===== config.mk =====
export PLATFORM = sky130hd
export DESIGN_NAME = tgdiv_top
export DESIGN_NICKNAME = d
export VERILOG_FILES = /design/src/shared/tgdiv_pkg.sv /design/src/hw/tgdiv_top.sv /design/src/hw/tgdiv_stage.sv
export SDC_FILE = /design/constraint.sdc
export NUM_CORES = 1
export LEC_CHECK = 0
export BUFFER_PORTS_ARGS = -buffer_cell sky130_fd_sc_hd__buf_2
export CAP_MARGIN = 25
export CORE_UTILIZATION = 48
export CTS_CLUSTER_SIZE = 16
export DETAILED_ROUTE_END_ITERATION = 6
export PLACE_DENSITY_LB_ADDON = 0.05
export SLEW_MARGIN = 20
export SYNTH_ARGS = -nofsm -noshare
export SYNTH_HDL_FRONTEND = slang
export SYNTH_SLANG_ARGS = --single-unit

===== constraint.sdc =====
create_clock -name core_clk -period 2.07 [get_ports core_clk]
set_clock_uncertainty 0.15 [all_clocks]
set_input_delay 0.3105 -clock core_clk [delete_from_list [all_inputs] [get_ports core_clk]]
set_output_delay 0.3105 -clock core_clk [all_outputs]
set_load 0.01 [all_outputs]

===== src/shared/tgdiv_pkg.sv =====
/*
  Package for the timing generator: mode codes, divider sizes, reset values
  and the carrier structs for control inputs and clock-source outputs.
  Assumes a single core_clk domain; basic clocks arrive as pins.
*/
package tgdiv_pkg;

  // ----------------------------------------------------------------
  // Sizes and reset values
  // ----------------------------------------------------------------
  localparam int unsigned PRESCALE_STAGES = 2;
  localparam int unsigned DIVIDER_STAGES  = 21;
  localparam int unsigned STAGE_SIX       = 6;
  localparam int unsigned STAGE_SEVEN     = 7;
  localparam int unsigned STATES_PER_MC   = 4;
  localparam int unsigned MAX_MC          = 10;
  localparam logic [1:0]  PRESCALE_RESET  = 2'h0;
  localparam logic [20:0] DIVIDER_RESET   = 21'h0;
  localparam logic [1:0]  STATE_RESET     = 2'h0;
  localparam logic [3:0]  MC_RESET        = 4'h0;
  localparam logic [3:0]  MC_LEN_MIN      = 4'h1;
  localparam logic [3:0]  MC_LEN_MAX      = 4'hA;
  localparam int unsigned DVO_TAP         = 12;
  localparam int unsigned TBT_TAP_LO      = 7;
  localparam int unsigned WDT_TAP         = 14;
  localparam int unsigned TC_TAP_LO       = 2;
  localparam int unsigned WARM_TAP_LO     = 16;

  // ----------------------------------------------------------------
  // Operating modes
  // ----------------------------------------------------------------
  typedef enum logic [2:0] {
    TGDIV_RUN_SINGLE   = 3'h0,
    TGDIV_RUN_DUAL     = 3'h1,
    TGDIV_SLOW_HIOFF   = 3'h3,
    TGDIV_SLOW_HION    = 3'h2,
    TGDIV_SLEEP_HIOFF  = 3'h6,
    TGDIV_SLEEP_HION   = 3'h7,
    TGDIV_STOP         = 3'h5,
    TGDIV_IDLE         = 3'h4
  } tgdiv_mode_t;

  // ----------------------------------------------------------------
  // Carriers
  // ----------------------------------------------------------------
  typedef struct packed {
    tgdiv_mode_t mode;
    logic        cpu_clock_source_select;
    logic        stage7_lowfreq_select;
    logic        stop_warmup;
    logic        warm_from_normal;
  } tgdiv_ctrl_t;

  typedef struct packed {
    logic       sys_clk_en;
    logic       divider_pulse_output;
    logic [3:0] tbt_src;
    logic       wdt_src;
    logic [3:0] tc_src;
    logic [3:0] warm_src;
  } tgdiv_src_t;

endpackage


===== src/hw/tgdiv_top.sv =====
/*
  Timing generator: prescaler, 21-stage divider, main clock enable and
  machine cycle counter, with source taps for peripherals.
  Assumes high/low basic clocks arrive as pins far slower than core_clk;
  mode and select bits come from system control logic on core_clk.
*/
// Summary of operation
// - Two-stage prescaler, 21-stage divider, main clock and cycle counters.
// - Prescaler and divider cleared on reset, stop entry and stop release.
// - Stage seven input chosen by mode, warm-up bits, stage7 select.
// - Slow and sleep modes feed stage seven from low clock unless in stop warm-up after normal mode.
// - Stop warm-up after normal mode feeds stage seven from stage six.
// - Machine cycle is four states, each one main clock period.
// - Execution lengths of one to ten machine cycles supported.
// - Execution advances only on main clock enable; divider taps for peripherals follow the basic clock ticks.
// - Divider yields pulse output, timer sources, warm-up; main clock comes from the basic clocks.
// - Independent high and low basic clock sources drive generator.
// - Single, dual and stop modes selected from system control.
// - Single clock mode machine cycle is four high clock periods.
// - Slow and sleep main clock from low clock, four periods.
// - Slow one and sleep stop first stage, freezing stages one to six.
`timescale 1ns/1ps
module tgdiv_top #(
  parameter int unsigned DIV_STAGES = 21
) (
  input  wire logic                core_clk,
  input  wire logic                resetn,
  input  wire logic                high_freq_clock,
  input  wire logic                low_freq_clock,
  input  wire tgdiv_pkg::tgdiv_ctrl_t ctrl,
  input  wire logic [3:0]          exec_len,
  input  wire logic                exec_start,
  output tgdiv_pkg::tgdiv_src_t    src,
  output logic [1:0]               mc_state,
  output logic [3:0]               mc_count,
  output logic                     exec_done,
  output logic [20:0]              div_value
);
  import tgdiv_pkg::*;

  // ----------------------------------------------------------------
  // Pin synchronisers and edge detect
  // ----------------------------------------------------------------
  logic [1:0] hf_sync_q;
  logic [1:0] lf_sync_q;
  logic       hf_prev_q;
  logic       lf_prev_q;
  logic       hf_tick;
  logic       lf_tick;

  always_ff @(posedge core_clk or negedge resetn) begin
    if (!resetn) begin
      hf_sync_q <= 2'h0;
      lf_sync_q <= 2'h0;
      hf_prev_q <= 1'b0;
      lf_prev_q <= 1'b0;
    end else begin
      hf_sync_q <= {hf_sync_q[0], high_freq_clock};
      lf_sync_q <= {lf_sync_q[0], low_freq_clock};
      hf_prev_q <= hf_sync_q[1];
      lf_prev_q <= lf_sync_q[1];
    end
  end

  assign hf_tick = hf_sync_q[1] & ~hf_prev_q;
  assign lf_tick = lf_sync_q[1] & ~lf_prev_q;

  // ----------------------------------------------------------------
  // Mode decode and clear
  // ----------------------------------------------------------------
  tgdiv_mode_t mode_q;
  logic        is_slow;
  logic        is_normal;
  logic        hi_stopped;
  logic        clr;

  always_ff @(posedge core_clk or negedge resetn) begin
    if (!resetn) begin
      mode_q <= TGDIV_RUN_SINGLE;
    end else begin
      mode_q <= ctrl.mode;
    end
  end

  assign is_slow = (ctrl.mode == TGDIV_SLOW_HIOFF) ||
                   (ctrl.mode == TGDIV_SLOW_HION) ||
                   (ctrl.mode == TGDIV_SLEEP_HIOFF) ||
                   (ctrl.mode == TGDIV_SLEEP_HION);
  assign is_normal = (ctrl.mode == TGDIV_RUN_SINGLE) ||
                     (ctrl.mode == TGDIV_RUN_DUAL) ||
                     (ctrl.mode == TGDIV_IDLE);
  assign hi_stopped = (ctrl.mode == TGDIV_SLOW_HIOFF) ||
                      (ctrl.mode == TGDIV_SLEEP_HIOFF) ||
                      (ctrl.mode == TGDIV_SLEEP_HION) ||
                      (ctrl.mode == TGDIV_STOP);
  // Clear on stop entry and on stop release
  assign clr = ((ctrl.mode == TGDIV_STOP) != (mode_q == TGDIV_STOP));

  // ----------------------------------------------------------------
  // Prescaler and divider chain
  // ----------------------------------------------------------------
  logic [1:0]            pre_q;
  logic                  pre_en;
  logic [DIV_STAGES:0]   carry;
  logic [DIV_STAGES-1:0] stage_q;
  logic                  stage7_en;

  always_ff @(posedge core_clk or negedge resetn) begin
    if (!resetn) begin
      pre_q <= PRESCALE_RESET;
    end else if (clr) begin
      pre_q <= PRESCALE_RESET;
    end else if (hf_tick && !hi_stopped) begin
      pre_q <= pre_q + 2'h1;
    end
  end

  assign pre_en = hf_tick & ~hi_stopped & (pre_q == 2'h3);

  always_comb begin
    if (ctrl.warm_from_normal && ctrl.stop_warmup) begin
      stage7_en = carry[STAGE_SIX];
    end else if (is_slow) begin
      stage7_en = lf_tick;
    end else if (ctrl.stage7_lowfreq_select &&
                 (ctrl.mode == TGDIV_RUN_DUAL)) begin
      stage7_en = lf_tick;
    end else begin
      stage7_en = carry[STAGE_SIX];
    end
  end

  assign carry[0] = pre_en;

  genvar g;
  generate
    for (g = 0; g < DIV_STAGES; g++) begin : g_div
      tgdiv_stage i_tgdiv_stage (
        .core_clk (core_clk),
        .resetn   (resetn),
        .clr      (clr),
        .en_in    ((g == STAGE_SIX) ? stage7_en : carry[g]),
        .q        (stage_q[g]),
        .en_out   (carry[g+1])
      );
    end
  endgenerate

  assign div_value = stage_q[20:0];

  // ----------------------------------------------------------------
  // Main system clock enable
  // ----------------------------------------------------------------
  logic sys_en;

  always_comb begin
    if (ctrl.mode == TGDIV_STOP) begin
      sys_en = 1'b0;
    end else if (is_slow || (ctrl.cpu_clock_source_select && !is_normal)) begin
      sys_en = lf_tick;
    end else begin
      sys_en = hf_tick;
    end
  end

  // ----------------------------------------------------------------
  // Machine cycle counter
  // ----------------------------------------------------------------
  logic [1:0] state_q;
  logic [3:0] mc_q;
  logic [3:0] len_q;
  logic       busy_q;
  logic       done_q;

  always_ff @(posedge core_clk or negedge resetn) begin
    if (!resetn) begin
      state_q <= STATE_RESET;
    end else if (sys_en) begin
      state_q <= state_q + 2'h1;
    end
  end

  always_ff @(posedge core_clk or negedge resetn) begin
    if (!resetn) begin
      mc_q   <= MC_RESET;
      len_q  <= MC_LEN_MIN;
      busy_q <= 1'b0;
      done_q <= 1'b0;
    end else begin
      done_q <= 1'b0;
      if (!busy_q && exec_start) begin
        busy_q <= 1'b1;
        mc_q   <= MC_RESET;
        if (exec_len < MC_LEN_MIN) begin
          len_q <= MC_LEN_MIN;
        end else if (exec_len > MC_LEN_MAX) begin
          len_q <= MC_LEN_MAX;
        end else begin
          len_q <= exec_len;
        end
      end else if (busy_q && sys_en && state_q == 2'h3) begin
        if (mc_q + 4'h1 == len_q) begin
          busy_q <= 1'b0;
          done_q <= 1'b1;
        end
        mc_q <= mc_q + 4'h1;
      end
    end
  end

  assign mc_state  = state_q;
  assign mc_count  = mc_q;
  assign exec_done = done_q;

  // ----------------------------------------------------------------
  // Source taps
  // ----------------------------------------------------------------
  always_ff @(posedge core_clk or negedge resetn) begin
    if (!resetn) begin
      src <= '0;
    end else begin
      src.sys_clk_en           <= sys_en;
      src.divider_pulse_output <= stage_q[DVO_TAP];
      src.tbt_src              <= stage_q[TBT_TAP_LO +: 4];
      src.wdt_src              <= stage_q[WDT_TAP];
      src.tc_src               <= stage_q[TC_TAP_LO +: 4];
      src.warm_src             <= stage_q[WARM_TAP_LO +: 4];
    end
  end

  // ----------------------------------------------------------------
  // Checks
  // ----------------------------------------------------------------
  stop_clear_a: assert property (@(posedge core_clk) disable iff (!resetn)
    clr |=> (pre_q == 2'h0))
    else $error("prescaler not cleared on stop change");

  slow_freeze_a: assert property (@(posedge core_clk) disable iff (!resetn)
    (hi_stopped && !clr) |=> $stable(stage_q[5:0]))
    else $error("low stages moved while frozen");

  slow_stage7_a: assert property (@(posedge core_clk) disable iff (!resetn)
    (is_slow && !ctrl.stop_warmup) |-> (stage7_en == lf_tick))
    else $error("stage seven not fed by low clock");

  state_wrap_a: assert property (@(posedge core_clk) disable iff (!resetn)
    (sys_en && state_q == 2'h3) |=> (state_q == 2'h0))
    else $error("state did not wrap after three");

  state_hold_a: assert property (@(posedge core_clk) disable iff (!resetn)
    !sys_en |=> $stable(state_q))
    else $error("state moved without main clock");

  done_len_a: assert property (@(posedge core_clk) disable iff (!resetn)
    done_q |-> (mc_q == len_q && len_q <= MC_LEN_MAX))
    else $error("cycle count mismatch at done");

  warm_stage7_a: assert property (@(posedge core_clk) disable iff (!resetn)
    (ctrl.warm_from_normal && ctrl.stop_warmup) |->
      (stage7_en == carry[STAGE_SIX]))
    else $error("warm-up stage seven not from stage six");

  fast_clock_a: assert property (@(posedge core_clk) disable iff (!resetn)
    (ctrl.mode == TGDIV_RUN_SINGLE) |-> (sys_en == hf_tick))
    else $error("single mode main clock not high clock");

endmodule // tgdiv_top


===== src/hw/tgdiv_stage.sv =====
/*
  One binary divider stage: toggles on each input enable and passes a
  carry enable on its falling output. Assumes shared core_clk.
*/
`timescale 1ns/1ps
module tgdiv_stage (
  input  wire logic core_clk,
  input  wire logic resetn,
  input  wire logic clr,
  input  wire logic en_in,
  output logic      q,
  output logic      en_out
);
  import tgdiv_pkg::*;

  logic q_q;

  // ----------------------------------------------------------------
  // Toggle flop
  // ----------------------------------------------------------------
  always_ff @(posedge core_clk or negedge resetn) begin
    if (!resetn) begin
      q_q <= 1'b0;
    end else if (clr) begin
      q_q <= 1'b0;
    end else if (en_in) begin
      q_q <= ~q_q;
    end
  end

  assign q      = q_q;
  assign en_out = en_in & q_q;
endmodule // tgdiv_stage


======== After elaboration in Yosys (flattened, before gate mapping) ========
Cells that the tools add are included.
storage, ports and cells
  output and inout port bits .............. 43
  word-level logic and storage cells ...... 207
  bits of input ports ..................... 16
  ROM bits ................................ 0
  flip-flop bits (word level) ............. 59
  latch bits .............................. 0
  RAM bits ................................ 0
  memories kept ........................... 0
cells by class
  muxes and demuxes ....................... 59
  reduce and logical (&&, ||, !) cells .... 45
  multiply operators ...................... 0
  bitwise operators ....................... 48
  divide/modulo/power cells ............... 0
  shift-type cells ........................ 0
  order comparisons ....................... 2
  equality and inequality tests ........... 12
  $add $sub $neg .......................... 3
operators by type and width
  kind                                                        count
  two-way mux 1 bit                                           53
  nonzero test 2 bit                                          24
  bitwise AND 1 bit                                           24
  NOT 1 bit                                                   24
  two-way mux 4 bit                                           4
  equality test 3 bit, second input constant                  5
  logical OR 1 bit                                            9
  logical AND 1 bit                                           7
  equality test 3 x 2 -> 1 bit, second input constant         2
  adder 2 x 1 -> 2 bit, second input constant                 2
  adder 4 x 1 -> 4 bit, second input constant                 1
  equality test 2 bit, second input constant                  2
  equality test 4 bit                                         1
  > comparator 4 bit, second input constant                   1
  less-than comparator 4 x 1 -> 1 bit, second input constant  1
  two-way mux 2 bit                                           2
  equality test 3 x 1 -> 1 bit, second input constant         1
  logical NOT 1 bit                                           3
  logical NOT 3 bit                                           1
  AND reduction 2 bit                                         1
  inequality test 1 bit                                       1

======== Logic depth before layout (Yosys ltp) ========
  depth in word-level cells ............... 32
  depth in mapped cells ................... 7
  depth with buffers taken out ............ 6

======== Hierarchy ========
A second synthesis with hierarchy kept.
second synthesis, totals
  cells, all modules ...................... 191
  area total of the unflattened synthesis .. 2381.0 sq um
modules (own cells, without submodules)
  module       seq. area each (sq um)  cells an instance  times used  area an instance (sq um)
  tgdiv_top    952.2                   107                1           1435.1
  tgdiv_stage  25.0                    4                  21          45.0

======== Least setup slack after synthesis ========
OpenSTA, ideal clock, no wires.
  kind .................................... input to register
  from .................................... input port ctrl[5] (netlist bit)
  to ...................................... register g_div[17].i_tgdiv_stage.q_q
  buffers on the path ..................... 0
  arrival ................................. 1867 ps
  path slack .............................. -25 ps
  library setup time ...................... 78 ps
  stages on the path ...................... 5
  data required time ...................... 1842 ps
  path through ............................ maj3_2 > or3_4 > o22ai_4 > or4b_1 > a21oi_1
on the way
  word-level cells in the longest chain between the ends .. 28
  elaborated cells on any way between the ends .. 39
  those cells by class .................... eq/ne: 7; mux: 4; bitwise: 20; reduce/logical: 8
ends and longest elaborated chain
  element                                                              line               source
  start, declared                                                      tgdiv_top.sv:30    input wire tgdiv_pkg::tgdiv_ctrl_t ctrl,
  equality test 3 x 2 -> 1 bit or equality test 3 bit (tied branches)  -
  logical OR 1 bit                                                     tgdiv_top.sv:92    assign hi_stopped = (ctrl.mode == TGDIV_SLOW_HIOFF) ||
  logical OR 1 bit                                                     tgdiv_top.sv:93    (ctrl.mode == TGDIV_SLEEP_HIOFF) ||
  logical OR 1 bit                                                     tgdiv_top.sv:94    (ctrl.mode == TGDIV_SLEEP_HION) ||
  NOT 1 bit                                                            tgdiv_top.sv:118   assign pre_en = hf_tick & ~hi_stopped & (pre_q == 2'h3);
  bitwise AND 1 bit (2 in series)                                      tgdiv_top.sv:118
  bitwise AND 1 bit (6 in series)                                      tgdiv_stage.sv:32  assign en_out = en_in & q_q;
  two-way mux 1 bit                                                    tgdiv_top.sv:125   end else if (ctrl.stage7_lowfreq_select &&
  two-way mux 1 bit                                                    tgdiv_top.sv:123   end else if (is_slow) begin
  two-way mux 1 bit                                                    tgdiv_top.sv:121   if (ctrl.warm_from_normal && ctrl.stop_warmup) begin
  bitwise AND 1 bit (11 in series)                                     tgdiv_stage.sv:32
  nonzero test 2 bit (no source line)                                  -
  end signal, assigned                                                 tgdiv_stage.sv:27  q_q <= ~q_q;
  end, declared                                                        tgdiv_stage.sv:16  logic q_q;
Several ways; a longest one is shown, not always the timed one.
A chain may end at the register's enable or synchronous reset.

======== Worst setup path in the final report ========
  from .................................... register pre_q[0]
  to ...................................... register g_div[16].i_tgdiv_stage.q_q
on the way
  word-level cells in the longest chain between the ends .. 22
ends and longest elaborated chain
  element                                  line               source
  start, declared                          tgdiv_top.sv:102   logic [1:0] pre_q;
  start signal, assigned                   tgdiv_top.sv:114   pre_q <= pre_q + 2'h1;
  equality test 2 bit (*)                  tgdiv_top.sv:118
  bitwise AND 1 bit (*)                    tgdiv_top.sv:118
  bitwise AND 1 bit (*) (6 in series)      tgdiv_stage.sv:32
  two-way mux 1 bit                        tgdiv_top.sv:125
  two-way mux 1 bit                        tgdiv_top.sv:123
  two-way mux 1 bit (*)                    tgdiv_top.sv:121
  bitwise AND 1 bit (*) (10 in series)     tgdiv_stage.sv:32
  nonzero test 2 bit (no source line) (*)  -
  end signal, assigned                     tgdiv_stage.sv:27
  end, declared                            tgdiv_stage.sv:16
Every way passes the cells marked *; elsewhere a longest branch is shown, timed or not.

==> results.sh <==
export IMPL_ant_nets=0
export IMPL_wl_per_cell_um=13.0
export IMPL_worst_setup_path_end_kind="register"
export IMPL_num_vias=1993
export IMPL_grt_overflow_total=0
export IMPL_slowest_delay_ps=510
export IMPL_slew_headroom_pct=73.4
export IMPL_rsz0062_at_grt="true"
export IMPL_clk_latency_ps=330
export IMPL_power_leakage_uw=0.00169
export IMPL_grt_pass1_vias=1919
export IMPL_synth_seq_cells=59
export IMPL_period_needed_ps=2090
export IMPL_cts_tree="built"
export IMPL_wirelength_mm=5.12
export IMPL_r2r_start="pre_q[0]"
export IMPL_area_delta_synth_final_pct=27.0
export IMPL_cpMaxStageDelayCell="or4_4"
export IMPL_worstHoldStart="ctrl[4]"
export IMPL_drt_pass1_iterations=4
export IMPL_fin_ws_ps=-21.6
export IMPL_crit_family="simple AND/OR/NAND/NOR gates"
export IMPL_fin_nets=339
export IMPL_tightest_slew_ps=393
export IMPL_min_period_over_period_pct=101
export IMPL_die_area_um2=5830
export IMPL_cts_root_buf="clkbuf_8"
export IMPL_synth_edf_count=0
export IMPL_path_buf_inv=1
export IMPL_drt_iter0_markers=77
export IMPL_status="finished with violations"
export IMPL_port_buffers=57
export IMPL_synth_main_ff_cell="dfrtp_1"
export IMPL_syn_inst=238
export IMPL_antenna_found_initial=0
export IMPL_worstPathMaxFanout=12
export IMPL_cts_clk_slew_worst_paths_ps=60
export IMPL_gp_congestion=0.729
export IMPL_drv_slew=0
export IMPL_initial_core_util_pct=51.0
export IMPL_num_rows=26
export IMPL_drcViolationCount=0
export IMPL_vias_per_cell=5.05
export IMPL_synth_area_per_cell_um2=11.1
export IMPL_cts_sinks=59
export IMPL_hpwl_mm=3.41
export IMPL_fp_dieH_um=76.3
export IMPL_tns_ps=-55.9
export IMPL_placed_cells=368
export IMPL_fin_cells=395
export IMPL_min_path_type="input port to register"
export IMPL_cts_buffer_depth=2
export IMPL_utilization_pct=64.7
export IMPL_critPathKind="register to register"
export IMPL_coreArea_um2=5200
export IMPL_cp_data_required_time_ps=2180
export IMPL_dpl_worst_slack_ps=-183
export IMPL_antenna_cells=0
export IMPL_ir_drop_mv=0.519
export IMPL_synth_cell_type_count=47
export IMPL_finalHoldViolCount=0
export IMPL_async_flop_share_pct=100
export IMPL_synth_fp_nets=257
export IMPL_critical_path_arrival_ps=2200
export IMPL_ys_seq_area_share_pct=55.7
export IMPL_grt_start_max_net_pins=60
export IMPL_violations="negative setup slack"
export IMPL_fillers=443
export IMPL_die_w_um=76.3
export IMPL_drive_above_1_share_pct=37.2
export IMPL_cts_max_level=3
export IMPL_crit_chain="ha_2 > nand4_1 > nor3_2 > a31oi_2 > buf_12 > or4_4 > a21oi_2"
export IMPL_total_power_uw=2740
export IMPL_cp_start_kind="register"
export IMPL_max_freq_mhz=478
export IMPL_setup_viol=5
export IMPL_layout_common_cells="dfrtp_1, buf_2, buf_4"
export IMPL_final_common_cell="dfrtp_1"
export IMPL_grt_util_all_layers_pct=19.2
export IMPL_syn_cell_area_um2=2650
export IMPL_startpoint="pre_q[0]"
export IMPL_grt_pass1_wl_mm=8.67
export IMPL_p_per_area_nw_per_um2=814
export IMPL_maxCapViolCount=0
export IMPL_yosys_warnings=0
export IMPL_cts_made_buffers=9
export IMPL_ioPinCount=59
## where the power goes
part	leakage [uW]	switching [uW]	internal, uW
clock	0.0000872	431	462
combinational	0.000825	244	249
sequential	0.000780	86.4	1270
## cells in the mapped netlist, types with 3 or more instances
master	count	area [um2]
buf_4	21	158
xnor2_1	12	105
nand3_1	12	60.1
inv_1	3	11.3
dfrtp_1	58	1450
ha_1	3	37.5
o31ai_1	8	60.1
and3_1	6	37.5
or4_1	5	37.5
nand4_1	3	18.8
nand2_1	14	52.6
nor2_1	17	63.8
xor2_1	7	61.3
o21ai_0	9	45.0
clkbuf_1	4	15.0
a21oi_1	13	65.1
nand3b_1	4	30.0
## flip-flops by register name, summed over array words and instances (netlist names)
signal and cells:
busy_q 1, exec_done 1, g_div.i_tgdiv_stage.q 21, hf_prev_q 1, hf_sync_q 2, len_q 4
lf_prev_q 1, lf_sync_q 2, mc_count 4, mc_state 2, mode_q 3, pre_q 2
src 15
## final cells by class
| cell class | count | area (um2) | share of cell area, % |
|---|---|---|---|
| clock inverter | 3 | 15.0 | 0.446 |
| timing repair buffer | 98 | 628 | 18.6 |
| clock buffer | 13 | 149 | 4.42 |
| sequential | 59 | 1480 | 43.9 |
| multi-input combinational | 149 | 1000 | 29.7 |
| tap | 70 | 87.6 | 2.60 |
| inverter | 3 | 11.3 | 0.334 |
## cells by family (layout without fill, tap and decap cells)
| family | count (synthesis) | in the layout | share of synthesized area, % |
|---|---|---|---|
| compound gates | 42 | 42 | 10.8 |
| xor+xnor | 19 | 19 | 6.27 |
| fa+ha+maj | 4 | 4 | 1.84 |
| buf+inv | 30 | 117 | 7.26 |
| flops | 59 | 59 | 55.7 |
| mux | 3 | 3 | 1.18 |
| simple gates | 81 | 81 | 17.0 |
## per-layer routing
| metal | global-route usage, % | routed length, um | vias to the layer above |
|---|---|---|---|
| li1 | - | - | 988 |
| met1 | 26.0 | 2540 | 946 |
| met2 | 29.3 | 2300 | 57 |
| met3 | 5.87 | 245 | 2 |
| met4 | 6.92 | 35 | 0 |
| met5 | 0 | 0 | - |
## metrics by stage
stage | hold slack, ps | area, um2
finish | 72.1 | 3370
global route | 71.2 | 3370
global placement | 188 | 3090
floorplan | -135 | 2650
CTS | 68.7 | 3350
detailed placement | 191 | 3090
## what timing repair did
item / CTS / global route
hold buffers: 4 / 0
setup buffers: 6 / 1
pin swaps: 3 / 7
endpoints found under the hold margin: 61 / 0
setup endpoints to repair: 7 / 10
resized for setup: 2 / 3
## worst paths after layout
path                                                  end  slack (ps)  cells past startpoint
worst max register to register  g_div[16].i_tgdiv_stage.q         -20                      7
max in group asynchronous                        len_q[0]        1100                      3
worst min-delay path                            mode_q[0]          70                      2
worst min register to register               lf_sync_q[1]         200                      0
min in group asynchronous       g_div[19].i_tgdiv_stage.q         380                      3
worst max-delay path            g_div[16].i_tgdiv_stage.q         -20                      7
(Power assumes the default switching activity.)
